`src/design/rcf_pkg.sv`:
```
package rcf_pkg;
  localparam logic [31:0] RCF_CAUSE_OFFSET  = 32'h0000_0000;
  localparam int          RCF_ADDR_LSB      = 2;
  localparam int          RCF_ADDR_W        = 12;
  localparam int          RCF_FLAGS_W       = 16;
  localparam int          RCF_TRAP_BIT      = 15;
  localparam int          RCF_ILLOP_BIT     = 14;
  localparam int          RCF_DSLEEP_BIT    = 10;
  localparam int          RCF_CFGMM_BIT     = 9;
  localparam int          RCF_EXTPIN_BIT    = 7;
  localparam int          RCF_SWRST_BIT     = 6;
  localparam int          RCF_SWDT_BIT      = 5;
  localparam int          RCF_WATCHDOG_EXPIRED_FLAG_BIT      = 4;
  localparam int          RCF_SLEEP_BIT     = 3;
  localparam int          RCF_IDLE_BIT      = 2;
  localparam int          RCF_BOR_BIT       = 1;
  localparam int          RCF_POR_BIT       = 0;
  localparam logic [15:0] RCF_FLAGS_RESET   = 16'h0003;
  localparam logic [15:0] RCF_WRITABLE_MASK = 16'hc6ff;
  localparam logic [1:0]  RCF_RESP_OKAY     = 2'h0;
  localparam logic [1:0]  RCF_RESP_SLVERR   = 2'h2;
  localparam int          RCF_SYNC_W        = 2;

  typedef enum logic [1:0] {
    RCF_RD_IDLE = 2'b01,
    RCF_RD_RESP = 2'b10
  } rcf_rd_state_type;
endpackage

```
`src/design/rcf_sync.sv`:
```
`timescale 1ns/1ps
module rcf_sync #(
  parameter int WIDTH = 2
) (
  input  wire logic             aclk,    // system clock
  input  wire logic             aresetn, // synchronous reset, active low
  input  wire logic [WIDTH-1:0] async_in, // levels from outside the clock domain
  output logic      [WIDTH-1:0] sync_out  // resynchronised levels
);
  logic [WIDTH-1:0] meta_ff;

  // meta_ff feeds only the second stage
  always_ff @(posedge aclk) begin
    if (!aresetn) begin
      meta_ff  <= '0;
      sync_out <= '0;
    end else begin
      meta_ff  <= async_in;
      sync_out <= meta_ff;
    end
  end
endmodule // rcf_sync

```
`src/design/rcf_reset_cause.sv`:
```
`timescale 1ns/1ps
module rcf_reset_cause (
  input  wire logic                             aclk,                 // 25 MHz clock
  input  wire logic                             aresetn,              // power-on reset, low
  input  wire logic [rcf_pkg::RCF_ADDR_W-1:0]   s_axi_awaddr,         // write address
  input  wire logic                             s_axi_awvalid,        // write address valid
  output logic                                  s_axi_awready,        // write address ready
  input  wire logic [31:0]                      s_axi_wdata,          // write data
  input  wire logic [3:0]                       s_axi_wstrb,          // byte strobes
  input  wire logic                             s_axi_wvalid,         // write data valid
  output logic                                  s_axi_wready,         // write data ready
  output logic [1:0]                            s_axi_bresp,          // write response
  output logic                                  s_axi_bvalid,         // write response valid
  input  wire logic                             s_axi_bready,         // write response ready
  input  wire logic [rcf_pkg::RCF_ADDR_W-1:0]   s_axi_araddr,         // read address
  input  wire logic                             s_axi_arvalid,        // read address valid
  output logic                                  s_axi_arready,        // read address ready
  output logic [31:0]                           s_axi_rdata,          // read data
  output logic [1:0]                            s_axi_rresp,          // read response
  output logic                                  s_axi_rvalid,         // read data valid
  input  wire logic                             s_axi_rready,         // read data ready
  input  wire logic                             trap_conflict_evt,    // trap conflict pulse
  input  wire logic                             illegal_op_evt,       // illegal opcode pulse
  input  wire logic                             config_mismatch_evt,  // config mismatch pulse
  input  wire logic                             master_clear_pin,     // pin reset level, async
  input  wire logic                             soft_reset_evt,       // reset instruction pulse
  input  wire logic                             wdt_timeout_evt,      // watchdog time-out pulse
  input  wire logic                             power_save_instruction_sleep_evt,     // power-save sleep pulse
  input  wire logic                             power_save_instruction_idle_evt,      // power-save idle pulse
  input  wire logic                             brownout_in,          // brown-out level, async
  input  wire logic                             deep_sleep_arm,       // deep sleep armed level
  input  wire logic                             watchdog_fuse_enable, // fuse, 1 forces wdt on
  output logic [rcf_pkg::RCF_FLAGS_W-1:0]       reset_cause,          // flag register copy
  output logic                                  watchdog_enable       // effective wdt enable
);
  import rcf_pkg::*;

  logic [RCF_FLAGS_W-1:0]  reset_cause_ff;
  logic [RCF_FLAGS_W-1:0]  nxt_reset_cause;
  logic [RCF_FLAGS_W-1:0]  hw_set;
  logic [RCF_FLAGS_W-1:0]  hw_clr;
  logic [RCF_FLAGS_W-1:0]  wr_mask;
  logic [RCF_SYNC_W-1:0]   pin_sync;
  logic [RCF_ADDR_W-1:0]   awaddr_ff;
  logic [31:0]             wdata_ff;
  logic [3:0]              wstrb_ff;
  logic                    aw_held_ff;
  logic                    w_held_ff;
  logic                    awready_ff;
  logic                    wready_ff;
  logic                    write_fire;
  logic                    bvalid_ff;
  logic [1:0]              bresp_ff;
  rcf_rd_state_type        rd_state_ff;
  logic [31:0]             rdata_ff;
  logic [1:0]              rresp_ff;
  logic                    arready_ff;
  logic                    rvalid_ff;
  logic                    watchdog_enable_ff;

  function automatic logic rcf_addr_hit(input logic [RCF_ADDR_W-1:0] addr);
    rcf_addr_hit = (addr[RCF_ADDR_W-1:RCF_ADDR_LSB] ==
                    RCF_CAUSE_OFFSET[RCF_ADDR_W-1:RCF_ADDR_LSB]);
  endfunction

  // pin and brown-out levels come from outside the clock domain
  rcf_sync #(
    .WIDTH (RCF_SYNC_W)
  ) u_sync (
    .aclk     (aclk),
    .aresetn  (aresetn),
    .async_in ({brownout_in, master_clear_pin}),
    .sync_out (pin_sync)
  );

  // write channel: address and data taken in either order, answered once both are held
  assign write_fire = aw_held_ff && w_held_ff && !bvalid_ff;

  always_ff @(posedge aclk) begin
    if (!aresetn) begin
      aw_held_ff <= 1'b0;
      awready_ff <= 1'b1;
      awaddr_ff  <= '0;
    end else if (s_axi_awvalid && !aw_held_ff) begin
      aw_held_ff <= 1'b1;
      awready_ff <= 1'b0;
      awaddr_ff  <= s_axi_awaddr;
    end else if (s_axi_bvalid && s_axi_bready) begin
      aw_held_ff <= 1'b0;
      awready_ff <= 1'b1;
    end
  end

  always_ff @(posedge aclk) begin
    if (!aresetn) begin
      w_held_ff <= 1'b0;
      wready_ff <= 1'b1;
      wdata_ff  <= '0;
      wstrb_ff  <= '0;
    end else if (s_axi_wvalid && !w_held_ff) begin
      w_held_ff <= 1'b1;
      wready_ff <= 1'b0;
      wdata_ff  <= s_axi_wdata;
      wstrb_ff  <= s_axi_wstrb;
    end else if (s_axi_bvalid && s_axi_bready) begin
      w_held_ff <= 1'b0;
      wready_ff <= 1'b1;
    end
  end

  always_ff @(posedge aclk) begin
    if (!aresetn) begin
      bvalid_ff <= 1'b0;
      bresp_ff  <= RCF_RESP_OKAY;
    end else if (write_fire) begin
      bvalid_ff <= 1'b1;
      bresp_ff  <= rcf_addr_hit(awaddr_ff) ? RCF_RESP_OKAY : RCF_RESP_SLVERR;
    end else if (bvalid_ff && s_axi_bready) begin
      bvalid_ff <= 1'b0;
    end
  end

  // each ready has a flop of its own so no port sits behind a gate
  assign s_axi_awready = awready_ff;
  assign s_axi_wready  = wready_ff;
  assign s_axi_bvalid  = bvalid_ff;
  assign s_axi_bresp   = bresp_ff;

  // read channel
  always_ff @(posedge aclk) begin
    if (!aresetn) begin
      rd_state_ff <= RCF_RD_IDLE;
      arready_ff  <= 1'b1;
      rvalid_ff   <= 1'b0;
      rdata_ff    <= '0;
      rresp_ff    <= RCF_RESP_OKAY;
    end else begin
      case (rd_state_ff)
        RCF_RD_IDLE: begin
          if (s_axi_arvalid) begin
            rd_state_ff <= RCF_RD_RESP;
            arready_ff  <= 1'b0;
            rvalid_ff   <= 1'b1;
            if (rcf_addr_hit(s_axi_araddr)) begin
              rdata_ff <= {16'h0000, reset_cause_ff};
              rresp_ff <= RCF_RESP_OKAY;
            end else begin
              rdata_ff <= 32'h0000_0000;
              rresp_ff <= RCF_RESP_SLVERR;
            end
          end
        end
        RCF_RD_RESP: begin
          if (s_axi_rready) begin
            rd_state_ff <= RCF_RD_IDLE;
            arready_ff  <= 1'b1;
            rvalid_ff   <= 1'b0;
          end
        end
        default: begin
          rd_state_ff <= RCF_RD_IDLE;
          arready_ff  <= 1'b1;
          rvalid_ff   <= 1'b0;
        end
      endcase
    end
  end

  // the state is mirrored by two flops so each handshake port is a flop output
  assign s_axi_arready = arready_ff;
  assign s_axi_rvalid  = rvalid_ff;
  assign s_axi_rdata   = rdata_ff;
  assign s_axi_rresp   = rresp_ff;

  // hardware events
  always_comb begin
    hw_set                 = '0;
    hw_clr                 = '0;
    hw_set[RCF_ILLOP_BIT]  = illegal_op_evt;
    hw_set[RCF_TRAP_BIT]   = trap_conflict_evt;
    hw_set[RCF_CFGMM_BIT]  = config_mismatch_evt;
    hw_set[RCF_EXTPIN_BIT] = pin_sync[0];
    hw_set[RCF_SWRST_BIT]  = soft_reset_evt;
    hw_set[RCF_WATCHDOG_EXPIRED_FLAG_BIT]   = wdt_timeout_evt;
    hw_clr[RCF_WATCHDOG_EXPIRED_FLAG_BIT]   = power_save_instruction_sleep_evt | power_save_instruction_idle_evt;
    hw_set[RCF_SLEEP_BIT]  = power_save_instruction_sleep_evt;
    hw_set[RCF_IDLE_BIT]   = power_save_instruction_idle_evt;
    hw_set[RCF_BOR_BIT]    = pin_sync[1];
    hw_set[RCF_DSLEEP_BIT] = power_save_instruction_sleep_evt & deep_sleep_arm;
  end

  assign wr_mask = {{8{wstrb_ff[1]}}, {8{wstrb_ff[0]}}} & RCF_WRITABLE_MASK;

  // a software write only stores bits; it never requests a reset
  always_comb begin
    nxt_reset_cause = reset_cause_ff;
    if (write_fire && rcf_addr_hit(awaddr_ff)) begin
      nxt_reset_cause = (reset_cause_ff & ~wr_mask) | (wdata_ff[15:0] & wr_mask);
    end
    nxt_reset_cause = (nxt_reset_cause & ~hw_clr) | hw_set;
  end

  // only the power-on reset reloads the flags; other resets arrive as events
  always_ff @(posedge aclk) begin
    if (!aresetn) begin
      reset_cause_ff <= RCF_FLAGS_RESET;
    end else begin
      reset_cause_ff <= nxt_reset_cause;
    end
  end

  always_ff @(posedge aclk) begin
    if (!aresetn) begin
      watchdog_enable_ff <= 1'b0;
    end else begin
      watchdog_enable_ff <= watchdog_fuse_enable | reset_cause_ff[RCF_SWDT_BIT];
    end
  end

  assign reset_cause     = reset_cause_ff;
  assign watchdog_enable = watchdog_enable_ff;
endmodule // rcf_reset_cause

```
`config.mk`:
```
export PLATFORM = sky130hd
export DESIGN_NAME = rcf_reset_cause
export DESIGN_NICKNAME = d
export VERILOG_FILES = /design/src/design/rcf_pkg.sv /design/src/design/rcf_sync.sv /design/src/design/rcf_reset_cause.sv
export SDC_FILE = /design/constraint.sdc
export NUM_CORES = 1
export LEC_CHECK = 0
export ABC_AREA = 0
export BUFFER_PORTS_ARGS = -buffer_cell sky130_fd_sc_hd__clkbuf_2
export CORE_MARGIN = 5
export CORE_UTILIZATION = 40
export DETAILED_ROUTE_END_ITERATION = 7
export PLACE_DENSITY_LB_ADDON = 0.12
export SLEW_MARGIN = 20
export SYNTH_ARGS = -nofsm -noshare
export SYNTH_HDL_FRONTEND = slang
export SYNTH_SLANG_ARGS = --single-unit
```
`constraint.sdc`:
```
create_clock -name aclk -period 1.4 [get_ports aclk]
set_input_delay 0.28 -clock aclk [delete_from_list [all_inputs] [get_ports aclk]]
set_output_delay 0.28 -clock aclk [all_outputs]
set_load 0.02 [all_outputs]
```
# Yosys cells after proc, flatten, opt, wreduce, memory -nomap -nowiden
# Index checks and enable logic that the tools add are counted.
# op_classes
n_div	0
eq_ne	4
multipliers	0
n_shift	0
bitwise_logic	10
n_lt_le_gt_ge	0
n_addsub	0
mux	20
n_reduce_logical	16
# ops
cell	n
16-bit bitwise AND	3
16-bit 2-to-1 mux	2
16-bit bitwise OR	2
10-bit zero test	2
16-bit inverter	1
5-bit inverter with 16-bit output	1
1-bit 2-to-1 mux	11
2-bit 2-to-1 mux	4
1-bit logical AND	6
2-bit nonzero test	3
2-bit inequality test (second input constant)	2
1-bit case mux with 2 select lines	2
2-bit case mux with 2 select lines	1
2-bit AND reduction	2
1-bit zero test	3
2-bit by 1-bit == test with 1-bit output (second input constant)	1
2-bit == test (second input constant)	1
1-bit bitwise OR	2
1-bit bitwise AND	1
# word_totals
regBits	96
in_bits	78
elab_cells	68
memories	0
output_inout_bits	58
latchBits	0
ramBits	0
mem_bits_ro	0

# Logic depth before layout (Yosys ltp)
# Gate-level depths: netlist (run 1).
# depth
depth_word	6
mapped_depth	5
ltp_nobuf	4

# Hierarchy
# A second synthesis (run 1) with hierarchy kept.
# unflattened
hier_cells	279
area_unflattened_um2	2481.1
# by_module_without_submodules
mod	cells_per_inst	seq_area_each_um2	area_per_inst_um2	instances
rcf_reset_cause	271	1161.1	2376.0	1
rcf_sync	8	80.1	105.1	1

# Worst setup path before layout (run 1)
# Ideal clock, no wire load.
# synth_path
path_kind	reg2reg
start	register bvalid_ff, in the netlist s_axi_bvalid
end	register reset_cause_ff[2], in the netlist reset_cause[2]
required_ps	1278
slack_ps	-16
path_stages_with_launch	5
t_arrival_ps	1294
period_less_slack_ps	1416
path_cell_list	dfxtp_1 -> and3b_1 -> nand4_4 -> buf_6 -> o311a_1
# synth_between
elab_chain_len	6
# synth_lines
element	line	source
start, declared	rcf_reset_cause.sv:52	logic bvalid_ff;
start signal, assigned	rcf_reset_cause.sv:113	bvalid_ff <= 1'b0;
start signal, assigned	rcf_reset_cause.sv:116	bvalid_ff <= 1'b1;
start signal, assigned	rcf_reset_cause.sv:119	bvalid_ff <= 1'b0;
1-bit zero test	rcf_reset_cause.sv:77	assign write_fire = aw_held_ff && w_held_ff && !bvalid_ff;
1-bit logical AND	rcf_reset_cause.sv:77	
1-bit logical AND	rcf_reset_cause.sv:197	if (write_fire && rcf_addr_hit(awaddr_ff)) begin
16-bit 2-to-1 mux	rcf_reset_cause.sv:197	
16-bit bitwise AND	rcf_reset_cause.sv:200	nxt_reset_cause = (nxt_reset_cause & ~hw_clr) | hw_set;
16-bit bitwise OR	rcf_reset_cause.sv:200	
end signal, assigned	rcf_reset_cause.sv:208	reset_cause_ff <= nxt_reset_cause;
end, declared	rcf_reset_cause.sv:38	logic [RCF_FLAGS_W-1:0] reset_cause_ff;
# Every way passes these cells.
# A chain may end at the register's enable or synchronous reset.

# Worst setup path after layout (run 1)
# layout_path
start	register awaddr_ff[4]
end	register reset_cause_ff[3], in the netlist reset_cause[3]
# layout_between
elab_chain_len	5
# layout_lines
element	line	source
start, declared	rcf_reset_cause.sv:44	logic [RCF_ADDR_W-1:0] awaddr_ff;
start signal, assigned	rcf_reset_cause.sv:87	awaddr_ff <= s_axi_awaddr;
10-bit zero test	rcf_reset_cause.sv:62	rcf_addr_hit = (addr[RCF_ADDR_W-1:RCF_ADDR_LSB] ==
1-bit logical AND	rcf_reset_cause.sv:197	
16-bit 2-to-1 mux	rcf_reset_cause.sv:197	
16-bit bitwise AND	rcf_reset_cause.sv:200	
16-bit bitwise OR	rcf_reset_cause.sv:200	
# Every way passes these cells.

==> results.ini, run 1 <==
[run_status]
status = finished, violations left
failed_checks = setup timing

[logic_synthesis]
ys_warn_count = 0
synthAdderAreaFrac_pct = 0
yosys.cell_count.top_type = dfxtp_1
ys_ff_latch = 62
yosysSeqAreaShare_pct = 48.7
synth.distinct_cells = 29
synth_compound_area_share_pct = 16.5
synthesis.area_um2 = 2550
yosys.area_share.simple_pct = 22.3
avgSynthCellArea_um2 = 9.24
synth_top_area_share_pct = 48.7
synth_top_family_by_area = simple AND/OR/NAND/NOR gates
synth_top_cell_by_area = dfxtp_1
synthTopCellsByArea = dfxtp_1 49%, nand2_1 8.8%, buf_4 7.7%
synthTopCellsByCount = 62 x dfxtp_1, 60 x nand2_1, 26 x buf_4
synthMuxAreaShare_pct = 1.96
synth-edff-count = 0
synth-xor-area-share_pct = 0
ys.flop_type = dfxtp_1
async_flop_share_pct = 0
synth_cells = 276

[global_routing]
grt.total_usage_pct = 13.9
grt_max_degree = 27
grt_pass1_wl_um = 9340
grt_pass1_vias = 1972
grt_overflow = 0
antenna_found_initial = 0

[timing]
rsz0062_at_grt = yes
hold_viol_final = 0
timing.final.crit_share_pct = 102
final.setup.worst_slack_ps = -34.6
finalMaxSlewViolations = 0
setup_viol = 4
period_minus_slack_ps = 1430
fmax_mhz = 697
skew_ps = 5.87

[floorplan]
die-area_um2 = 8070
core-area_um2 = 6280
die_w_um = 89.8
ios = 136
initial_core_util_pct = 40.6
row_count = 29
die_h_um = 89.8

[clock_network]
htree_levels = 3
cts_tree = yes
clk_path_buf_depth = 2
root_buffer = clkbuf_8
clk_pin_slew_ps = 70
cts_sinks = 62
cts_made_buffers = 9
clk_latency_ps = 330

[worst_hold_path]
min_to = watchdog_enable
hold_class = primary input to flip-flop
min_from = watchdog_fuse_enable
min_path_cells = 2

[place]
place.gp.congestion = 0.697
io_buffers = 83
hpwlAfterDp_um = 4130
dp_slack_ps = -115
dp.cells = 437

[route]
avgRoutedWirePerCell_um = 11.9
viasPerCell = 4.58
route.antenna.remaining_nets = 0
vias = 2082
wirelength_um = 5400
drc = 0
initialDrtViolationCount = 39
drt_pass1_iterations = 4

[setup_path]
startpoint_type = flip-flop
ff2ff_path_depth = 5
slowest_stage = dfxtp_2
cp_max_fo = 12
worst-setup-path-type = flip-flop to flip-flop
worst-path-buf-inv = 2
r2r-start = awaddr_ff[4]
cp-end-kind = flip-flop
crit_required_ps = 1610
critical_path.max_stage_delay_ps = 330
arrival_ps = 1650
critPathTopFamily = simple AND/OR/NAND/NOR gates
reg2reg_slack_ps = -30
path_cells = nor4_4, buf_4, nand4_4, buf_12, o311a_1
reg2reg_to = reset_cause[3]

[pwr]
leakage_nw = 1.51
p_total_mw = 3.69
vdd_drop_max_v = 0.000691
powerDensity_nw_per_um2 = 1130

[run]
maxCapViolations = 0

[finish]
area_delta_synth_final_pct = 27.8
num-fill-cells = 626
num_antenna_cells = 0
fin_cells = 455
fin_nets = 452
drive_above_1_share_pct = 33.3

-- worst max path at each step --
stage | start | to | slack [ps] | cells past startpoint
2_1_floorplan | awaddr_ff[7] | reset_cause[2] | 3 | 4
3_3_place_gp | awaddr_ff[7] | reset_cause[7] | -100 | 3
3_5_place_dp | awaddr_ff[7] | reset_cause[3] | -120 | 3
4_1_cts | awaddr_ff[4] | reset_cause[3] | -40 | 5
5_1_grt | awaddr_ff[7] | reset_cause[7] | -80 | 5
6_report | awaddr_ff[4] | reset_cause[3] | -30 | 5
-- cells by family after synthesis --
group	after synthesis
simple gates	109
flops	62
compound gates	57
buf+inv	42
mux	5
other cells	1
-- per-layer routing --
| metal | vias up | GRT usage, % | wire, um |
|---|---|---|---|
| li1 | 1079 | - | - |
| met1 | 928 | 18.0 | 2470 |
| met2 | 69 | 20.9 | 2440 |
| met3 | 6 | 4.34 | 427 |
| met4 | 0 | 7.18 | 76 |
| met5 | - | 0 | 0 |
-- layout by cell type (no fill, tap or decap), types with 3 or more instances in the layout --
master and instances:
clkbuf_2 83, nand2_1 59, dfxtp_1 59, conb_1 26
a21boi_0 22, nor2b_1 18, buf_4 16, a22oi_1 12
nor2_1 11, clkbuf_8 9, o311a_1 7, o21ai_0 5
mux2i_1 5, and2_1 4, a21oi_1 4, clkinv_2 4
a21boi_1 3, nor3b_1 3, dfxtp_2 3, buf_12 3
-- final cells by class --
cell class / instances / area (um2) / share of cell area [%]
multi-input cells: 197 / 1150 / 35.3
clock inverters: 5 / 27.5 / 0.845
flip-flops and latches: 62 / 1240 / 38.2
well taps: 77 / 96.3 / 2.96
repair buffers: 103 / 607 / 18.6
inverters: 1 / 3.75 / 0.115
clock buffers: 10 / 128 / 3.92
-- stage by stage --
stage               TNS, ps  hold WS (ps)  cell area [um2]  utilization (%)
floorplan                 0           389             2650                -
global placement       -705           395             3050             48.6
detailed placement     -883           410             3050             48.6
CTS                    -147           132             3240             51.6
global route           -566           166             3260             51.9
finish                 -116           152             3260             51.9
-- power breakdown --
part,total (mW),internal [mW],switching (mW)
clock network,1.26,0.619,0.643
logic,0.516,0.223,0.293
registers,1.91,1.85,0.0555
total,3.69,2.70,0.991
-- registers in the layout, indices dropped and copies added (netlist names), 2 cells and up, named ones only --
signal,flops
u_sync.meta_ff,2
rd_state_ff,2
reset_cause,10
wstrb_ff,2
wdata_ff,12
s_axi_rdata,12
u_sync.sync_out,2
awaddr_ff,10
-- timing repair --
item                       in CTS  in global routing
buffers inserted                2                  1
pin swaps                       2                  1
setup endpoints to repair      12                 12
gates resized for setup         2                  6
hold buffers                    0                  0
Power figures use the tool's default switching activity.
==> run 2, diff against run 1 <==
==> constraint.sdc (replaced) <==
create_clock -name aclk -period 1.2 [get_ports aclk]
set_input_delay 0.24 -clock aclk [delete_from_list [all_inputs] [get_ports aclk]]
set_output_delay 0.24 -clock aclk [all_outputs]
set_load 0.02 [all_outputs]
==> run 2 against run 1 <==
The flow still finishes with violations (setup timing). Via count up 3.7%. Die area is the same. Utilization grew 3.4 points. Total power is 26% higher. Cell count increased by 2.2%. Clock power increased by 38%. Global-route usage is 1.2 points higher. Clock-buffer cell count shrank 1. Setup slack got worse by 200 ps. Sequential share of layout area fell by 2.0 points. Combinational power up 28%. Clock skew up 3.8 ps. Largest power group unchanged.
==> results.ini, run 2 (synthesized netlist as in run 1, its figures left out) <==
[pwr]
leakage_nw = 1.58  ; was 1.51 nW
vdd_drop_max_v = 0.000940  ; was 0.000691 V
powerDensity_nw_per_um2 = 1340  ; was 1130 nW/um2

[setup_path]
crit_required_ps = 1420  ; was 1610 ps
arrival_ps = 1660  ; was 1650 ps
cp_max_fo = 12  ; unchanged
cp-end-kind = flip-flop  ; unchanged
worst-setup-path-type = flip-flop to flip-flop  ; unchanged
startpoint_type = flip-flop  ; unchanged

[global_routing]
grt_max_degree = 49  ; was 27
grt_pass1_vias = 2116  ; was 1972
antenna_found_initial = 0  ; unchanged
grt_overflow = 0  ; unchanged
grt_pass1_wl_um = 10000  ; was 9340 um
grt.total_usage_pct = 15.1  ; was 13.9%

[floorplan]
ios = 136  ; unchanged
core-area_um2 = 6280  ; unchanged
initial_core_util_pct = 40.6  ; unchanged
die_w_um = 89.8  ; unchanged
die_h_um = 89.8  ; unchanged
die-area_um2 = 8070  ; unchanged
row_count = 29  ; unchanged

[timing]
final.setup.worst_slack_ps = -238  ; was -34.6 ps
skew_ps = 9.70  ; was 5.87 ps
timing.final.crit_share_pct = 120  ; was 102%
setup_viol = 12  ; was 4
fmax_mhz = 696  ; was 697 MHz
finalMaxSlewViolations = 0  ; unchanged
rsz0062_at_grt = yes  ; unchanged
period_minus_slack_ps = 1440  ; was 1430 ps
hold_viol_final = 0  ; unchanged

[run]
maxCapViolations = 0  ; unchanged

[finish]
stdcell_area_um2 = 3470  ; was 3260 um2
final_common_cell = clkbuf_2  ; unchanged
final_cell_mix = 79 x clkbuf_2, 58 x nand2_1, 52 x dfxtp_1  ; was 83 x clkbuf_2, 59 x nand2_1, 59 x dfxtp_1
fin_nets = 461  ; was 452
drive_above_1_share_pct = 41.5  ; was 33.3%
multiInputGateArea_um2 = 1220  ; was 1150 um2
num_antenna_cells = 0  ; unchanged
fin_util_pct = 55.3  ; was 51.9%
register_area_um2 = 1260  ; was 1240 um2
num-fill-cells = 613  ; was 626
area_delta_synth_final_pct = 36.1  ; was 27.8%

[clock_network]
cts_hold_buf = 0  ; unchanged
cts_sinks = 62  ; unchanged
htree_levels = 3  ; unchanged
clk_path_buf_depth = 2  ; unchanged
cts_tree = yes  ; unchanged
clk_pin_slew_ps = 70  ; about the same
root_buffer = clkbuf_8  ; unchanged
clk_latency_ps = 340  ; was 330 ps
cts_made_buffers = 9  ; unchanged

[place]
dp_slack_ps = -253  ; was -115 ps
hpwlAfterDp_um = 4350  ; was 4130 um
placedInstanceArea_um2 = 3100  ; was 3050 um2
place.gp.congestion = 0.709  ; was 0.697
io_buffers = 83  ; unchanged

[route]
drc = 0  ; unchanged
initialDrtViolationCount = 64  ; was 39
avgRoutedWirePerCell_um = 13.1  ; was 11.9 um
drt_pass1_iterations = 4  ; unchanged
viasPerCell = 4.65  ; was 4.58
route.antenna.remaining_nets = 0  ; unchanged
wirelength_um = 6090  ; was 5400 um
vias = 2160  ; was 2082

[run_status]
status = finished, violations left  ; unchanged
failed_checks = setup timing  ; unchanged

[worst_hold_path]
hold_class = primary input to flip-flop  ; unchanged

run 2: cell types whose count changed in the layout (fill, tap and decap cells not counted), sizes merged:
cell | previous run | this run
buf | 20 | 30
bufinv | 0 | 1
clkbuf | 93 | 91
clkinvlp | 1 | 2
run 2: path summary, 6_finish.rpt:
kind                         from         endpoint  slack, ps  cells after the start
max reg2reg         awaddr_ff[10]   reset_cause[7]       -240                      5
max                 awaddr_ff[10]   reset_cause[7]       -240                      5
min reg2reg    u_sync.sync_out[1]   reset_cause[1]        420                      1
min          watchdog_fuse_enable  watchdog_enable        100                      2
run 2: critical path, stage by stage (launching register included):
cell	delay [ps]
dfxtp_2	330
nor4_4	300
buf_4	170
nand4_4	80
buf_12	170
o311a_1	280
run 2: through the flow:
stage	setup TNS, ps	hold WS (ps)	power [mW]	std cells
after floorplan	-1500	349	2.68	301
after global placement	-2630	397	2.86	441
after detailed placement	-3230	417	2.87	441
after CTS	-2010	86.1	4.67	461
after global routing	-3340	104	4.87	465
final	-2200	103	4.63	465
run 2: power breakdown:
| part | internal [mW] | switching [mW] |
|---|---|---|
| Combinational | 0.293 | 0.370 |
| Clock | 0.942 | 0.799 |
| Sequential | 2.16 | 0.0684 |
run 2: routing by layer:
layer | vias up | track usage [%] | routed length [um]
li1 | 1094 | - | -
met1 | 991 | 18.1 | 2780
met2 | 67 | 24.1 | 2760
met3 | 8 | 7.26 | 477
met4 | 0 | 4.16 | 72
met5 | - | 0 | 0
run 2: timing repair:
| action | in CTS | in global routing |
|---|---|---|
| pin swaps | 2 | 3 |
| gates cloned | 0 | 3 |
| setup buffers | 4 | 1 |
| gates resized for setup | 8 | 30 |
| endpoints found under the setup margin | 16 | 36 |
run 2: layout make-up:
cell class	instances	area share, %
tap	77	2.78
clock buffer	9	3.57
inverter	1	0.108
multi-input combinational	197	35.3
clock inverter	7	1.87
timing repair buffer	112	20.2
sequential	62	36.2
==> run 3, diff against run 2 <==
==> constraint.sdc (replaced) <==
create_clock -name aclk -period 1.2 [get_ports aclk]
set_input_delay 0.12 -clock aclk [delete_from_list [all_inputs] [get_ports aclk]]
set_output_delay 0.12 -clock aclk [all_outputs]
set_load 0.02 [all_outputs]
==> run 3 against run 2 <==
The run still ends with setup timing left. Cell count up 0.65%. Clock skew decreased by 3.1 ps. Register-to-register slack hardly changed. Largest cell class unchanged.
==> results.ini, run 3 (synthesized netlist as in run 1, its figures left out) <==
[run_status]
status = finished, violations left  ; unchanged
failed_checks = setup timing  ; unchanged

[setup_path]
endpoint = reset_cause[3]  ; was reset_cause[7]
crit_required_ps = 1420  ; about the same
ff2ff_path_depth = 4  ; was 5
reg2reg_slack_ps = -240  ; about the same
cp-startpoint = awaddr_ff[4]  ; was awaddr_ff[10]
r2r-start = awaddr_ff[4]  ; was awaddr_ff[10]
worst-setup-path-type = flip-flop to flip-flop  ; unchanged
startpoint_type = flip-flop  ; unchanged
arrival_ps = 1660  ; about the same
reg2reg_to = reset_cause[3]  ; was reset_cause[7]
cp_max_fo = 6  ; was 12
cp-end-kind = flip-flop  ; unchanged

[worst_hold_path]
min_from = s_axi_awaddr[4]  ; was watchdog_fuse_enable
hold_class = primary input to flip-flop  ; unchanged

[route]
viasPerCell = 4.62  ; was 4.65
initialDrtViolationCount = 55  ; was 64
route.antenna.remaining_nets = 0  ; unchanged
avgRoutedWirePerCell_um = 13.3  ; was 13.1 um
vias = 2162  ; was 2160
drc = 0  ; unchanged
drt_pass1_iterations = 4  ; unchanged
wirelength_um = 6240  ; was 6090 um

[clock_network]
root_buffer = clkbuf_8  ; unchanged
htree_levels = 3  ; unchanged
clk_pin_slew_ps = 60  ; was 70 ps
cts_sinks = 62  ; unchanged
clk_path_buf_depth = 2  ; unchanged
cts_made_buffers = 9  ; unchanged
cts_tree = yes  ; unchanged
clk_latency_ps = 330  ; was 340 ps

[timing]
timing.final.crit_share_pct = 120  ; about the same
rsz0062_at_grt = yes  ; unchanged
period_minus_slack_ps = 1440  ; about the same
hold_viol_final = 0  ; unchanged
finalMaxSlewViolations = 0  ; unchanged
fmax_mhz = 693  ; was 696 MHz
final.setup.worst_slack_ps = -243  ; was -238 ps
setup_viol = 13  ; was 12
holdWs_ps = 19.4  ; was 103 ps
skew_ps = 6.56  ; was 9.70 ps

[place]
hpwlAfterDp_um = 4290  ; was 4350 um
place.gp.congestion = 0.733  ; was 0.709
placedInstanceArea_um2 = 3060  ; was 3100 um2
dp_slack_ps = -290  ; was -253 ps
io_buffers = 83  ; unchanged

[floorplan]
initial_core_util_pct = 40.6  ; unchanged
die-area_um2 = 8070  ; unchanged
ios = 136  ; unchanged
die_h_um = 89.8  ; unchanged
row_count = 29  ; unchanged
die_w_um = 89.8  ; unchanged
core-area_um2 = 6280  ; unchanged

[finish]
fin_nets = 466  ; was 461
final_common_cell = clkbuf_2  ; unchanged
area_delta_synth_final_pct = 37.0  ; was 36.1%
num-fill-cells = 607  ; was 613
num_antenna_cells = 0  ; unchanged
multiInputGateArea_um2 = 1240  ; was 1220 um2
register_area_um2 = 1250  ; was 1260 um2
drive_above_1_share_pct = 38.6  ; was 41.5%
stdcell_area_um2 = 3490  ; was 3470 um2
fin_util_pct = 55.7  ; was 55.3%
final_cell_mix = 83 x clkbuf_2, 60 x nand2_1, 55 x dfxtp_1  ; was 79 x clkbuf_2, 58 x nand2_1, 52 x dfxtp_1

[pwr]
p_total_mw = 4.53  ; was 4.63 mW
leakage_nw = 1.60  ; was 1.58 nW
powerDensity_nw_per_um2 = 1290  ; was 1340 nW/um2
vdd_drop_max_v = 0.000795  ; was 0.000940 V

[global_routing]
grt_pass1_vias = 2103  ; was 2116
grt_pass1_wl_um = 9960  ; was 10000 um
antenna_found_initial = 0  ; unchanged
grt_max_degree = 42  ; was 49
grt.total_usage_pct = 15.1  ; about the same
grt_overflow = 0  ; unchanged

[run]
maxCapViolations = 0  ; unchanged

-- run 3: where the power goes --
part / switching (mW) / internal [mW] / total [mW] / leakage (nW)
clock network: 0.713 / 0.893 / 1.61 / 0.0914
registers: 0.0694 / 2.16 / 2.23 / 0.511
logic: 0.384 / 0.304 / 0.687 / 0.993
total: 1.17 / 3.36 / 4.53 / 1.60
-- run 3: layout make-up --
cell class	instances	share of cell area [%]
Tap cell	77	2.76
Sequential cell	62	35.8
Inverter	1	0.107
Timing Repair Buffer	116	20.8
Clock buffer	13	4.83
Clock inverter	1	0.143
Multi-Input combinational cell	198	35.5
-- run 3: timing repair --
action,CTS,global route
pin swaps,5,4
gates resized for setup,5,22
setup endpoints to repair,12,35
endpoints found under the hold margin,5,2
buffers inserted,4,2
hold buffers,5,2
gates cloned,1,2
-- run 3: through the flow --
step / setup TNS, ps / cells
finish: -2290 / 468
global route: -3840 / 468
CTS: -2290 / 462
detailed placement: -2900 / 438
global placement: -2760 / 438
floorplan: -1500 / 301
-- run 3: worst max-delay path, cell delays in order (launching register included) --
cell and delay (ps):
dfxtp_2 330, nor4_4 310, buf_4 170, nand4_4 170, o311a_1 340
-- run 3: how the worst min path moves through the flow --
stage	end	slack, ps	depth (start not counted)
CTS	awaddr_ff[8]	4	3
global route	wstrb_ff[0]	4	3
detailed placement	watchdog_enable	320	2
global placement	watchdog_enable	320	2
floorplan	reset_cause[4]	230	2
finish	awaddr_ff[4]	20	3
-- run 3: routing by layer --
layer | share of wire, % | global-route usage [%] | vias up
li1 | - | - | 1109
met2 | 47 | 24.2 | 78
met5 | 0 | 0 | -
met4 | 1.4 | 4.66 | 0
met1 | 43 | 17.5 | 964
met3 | 8.6 | 7.68 | 11
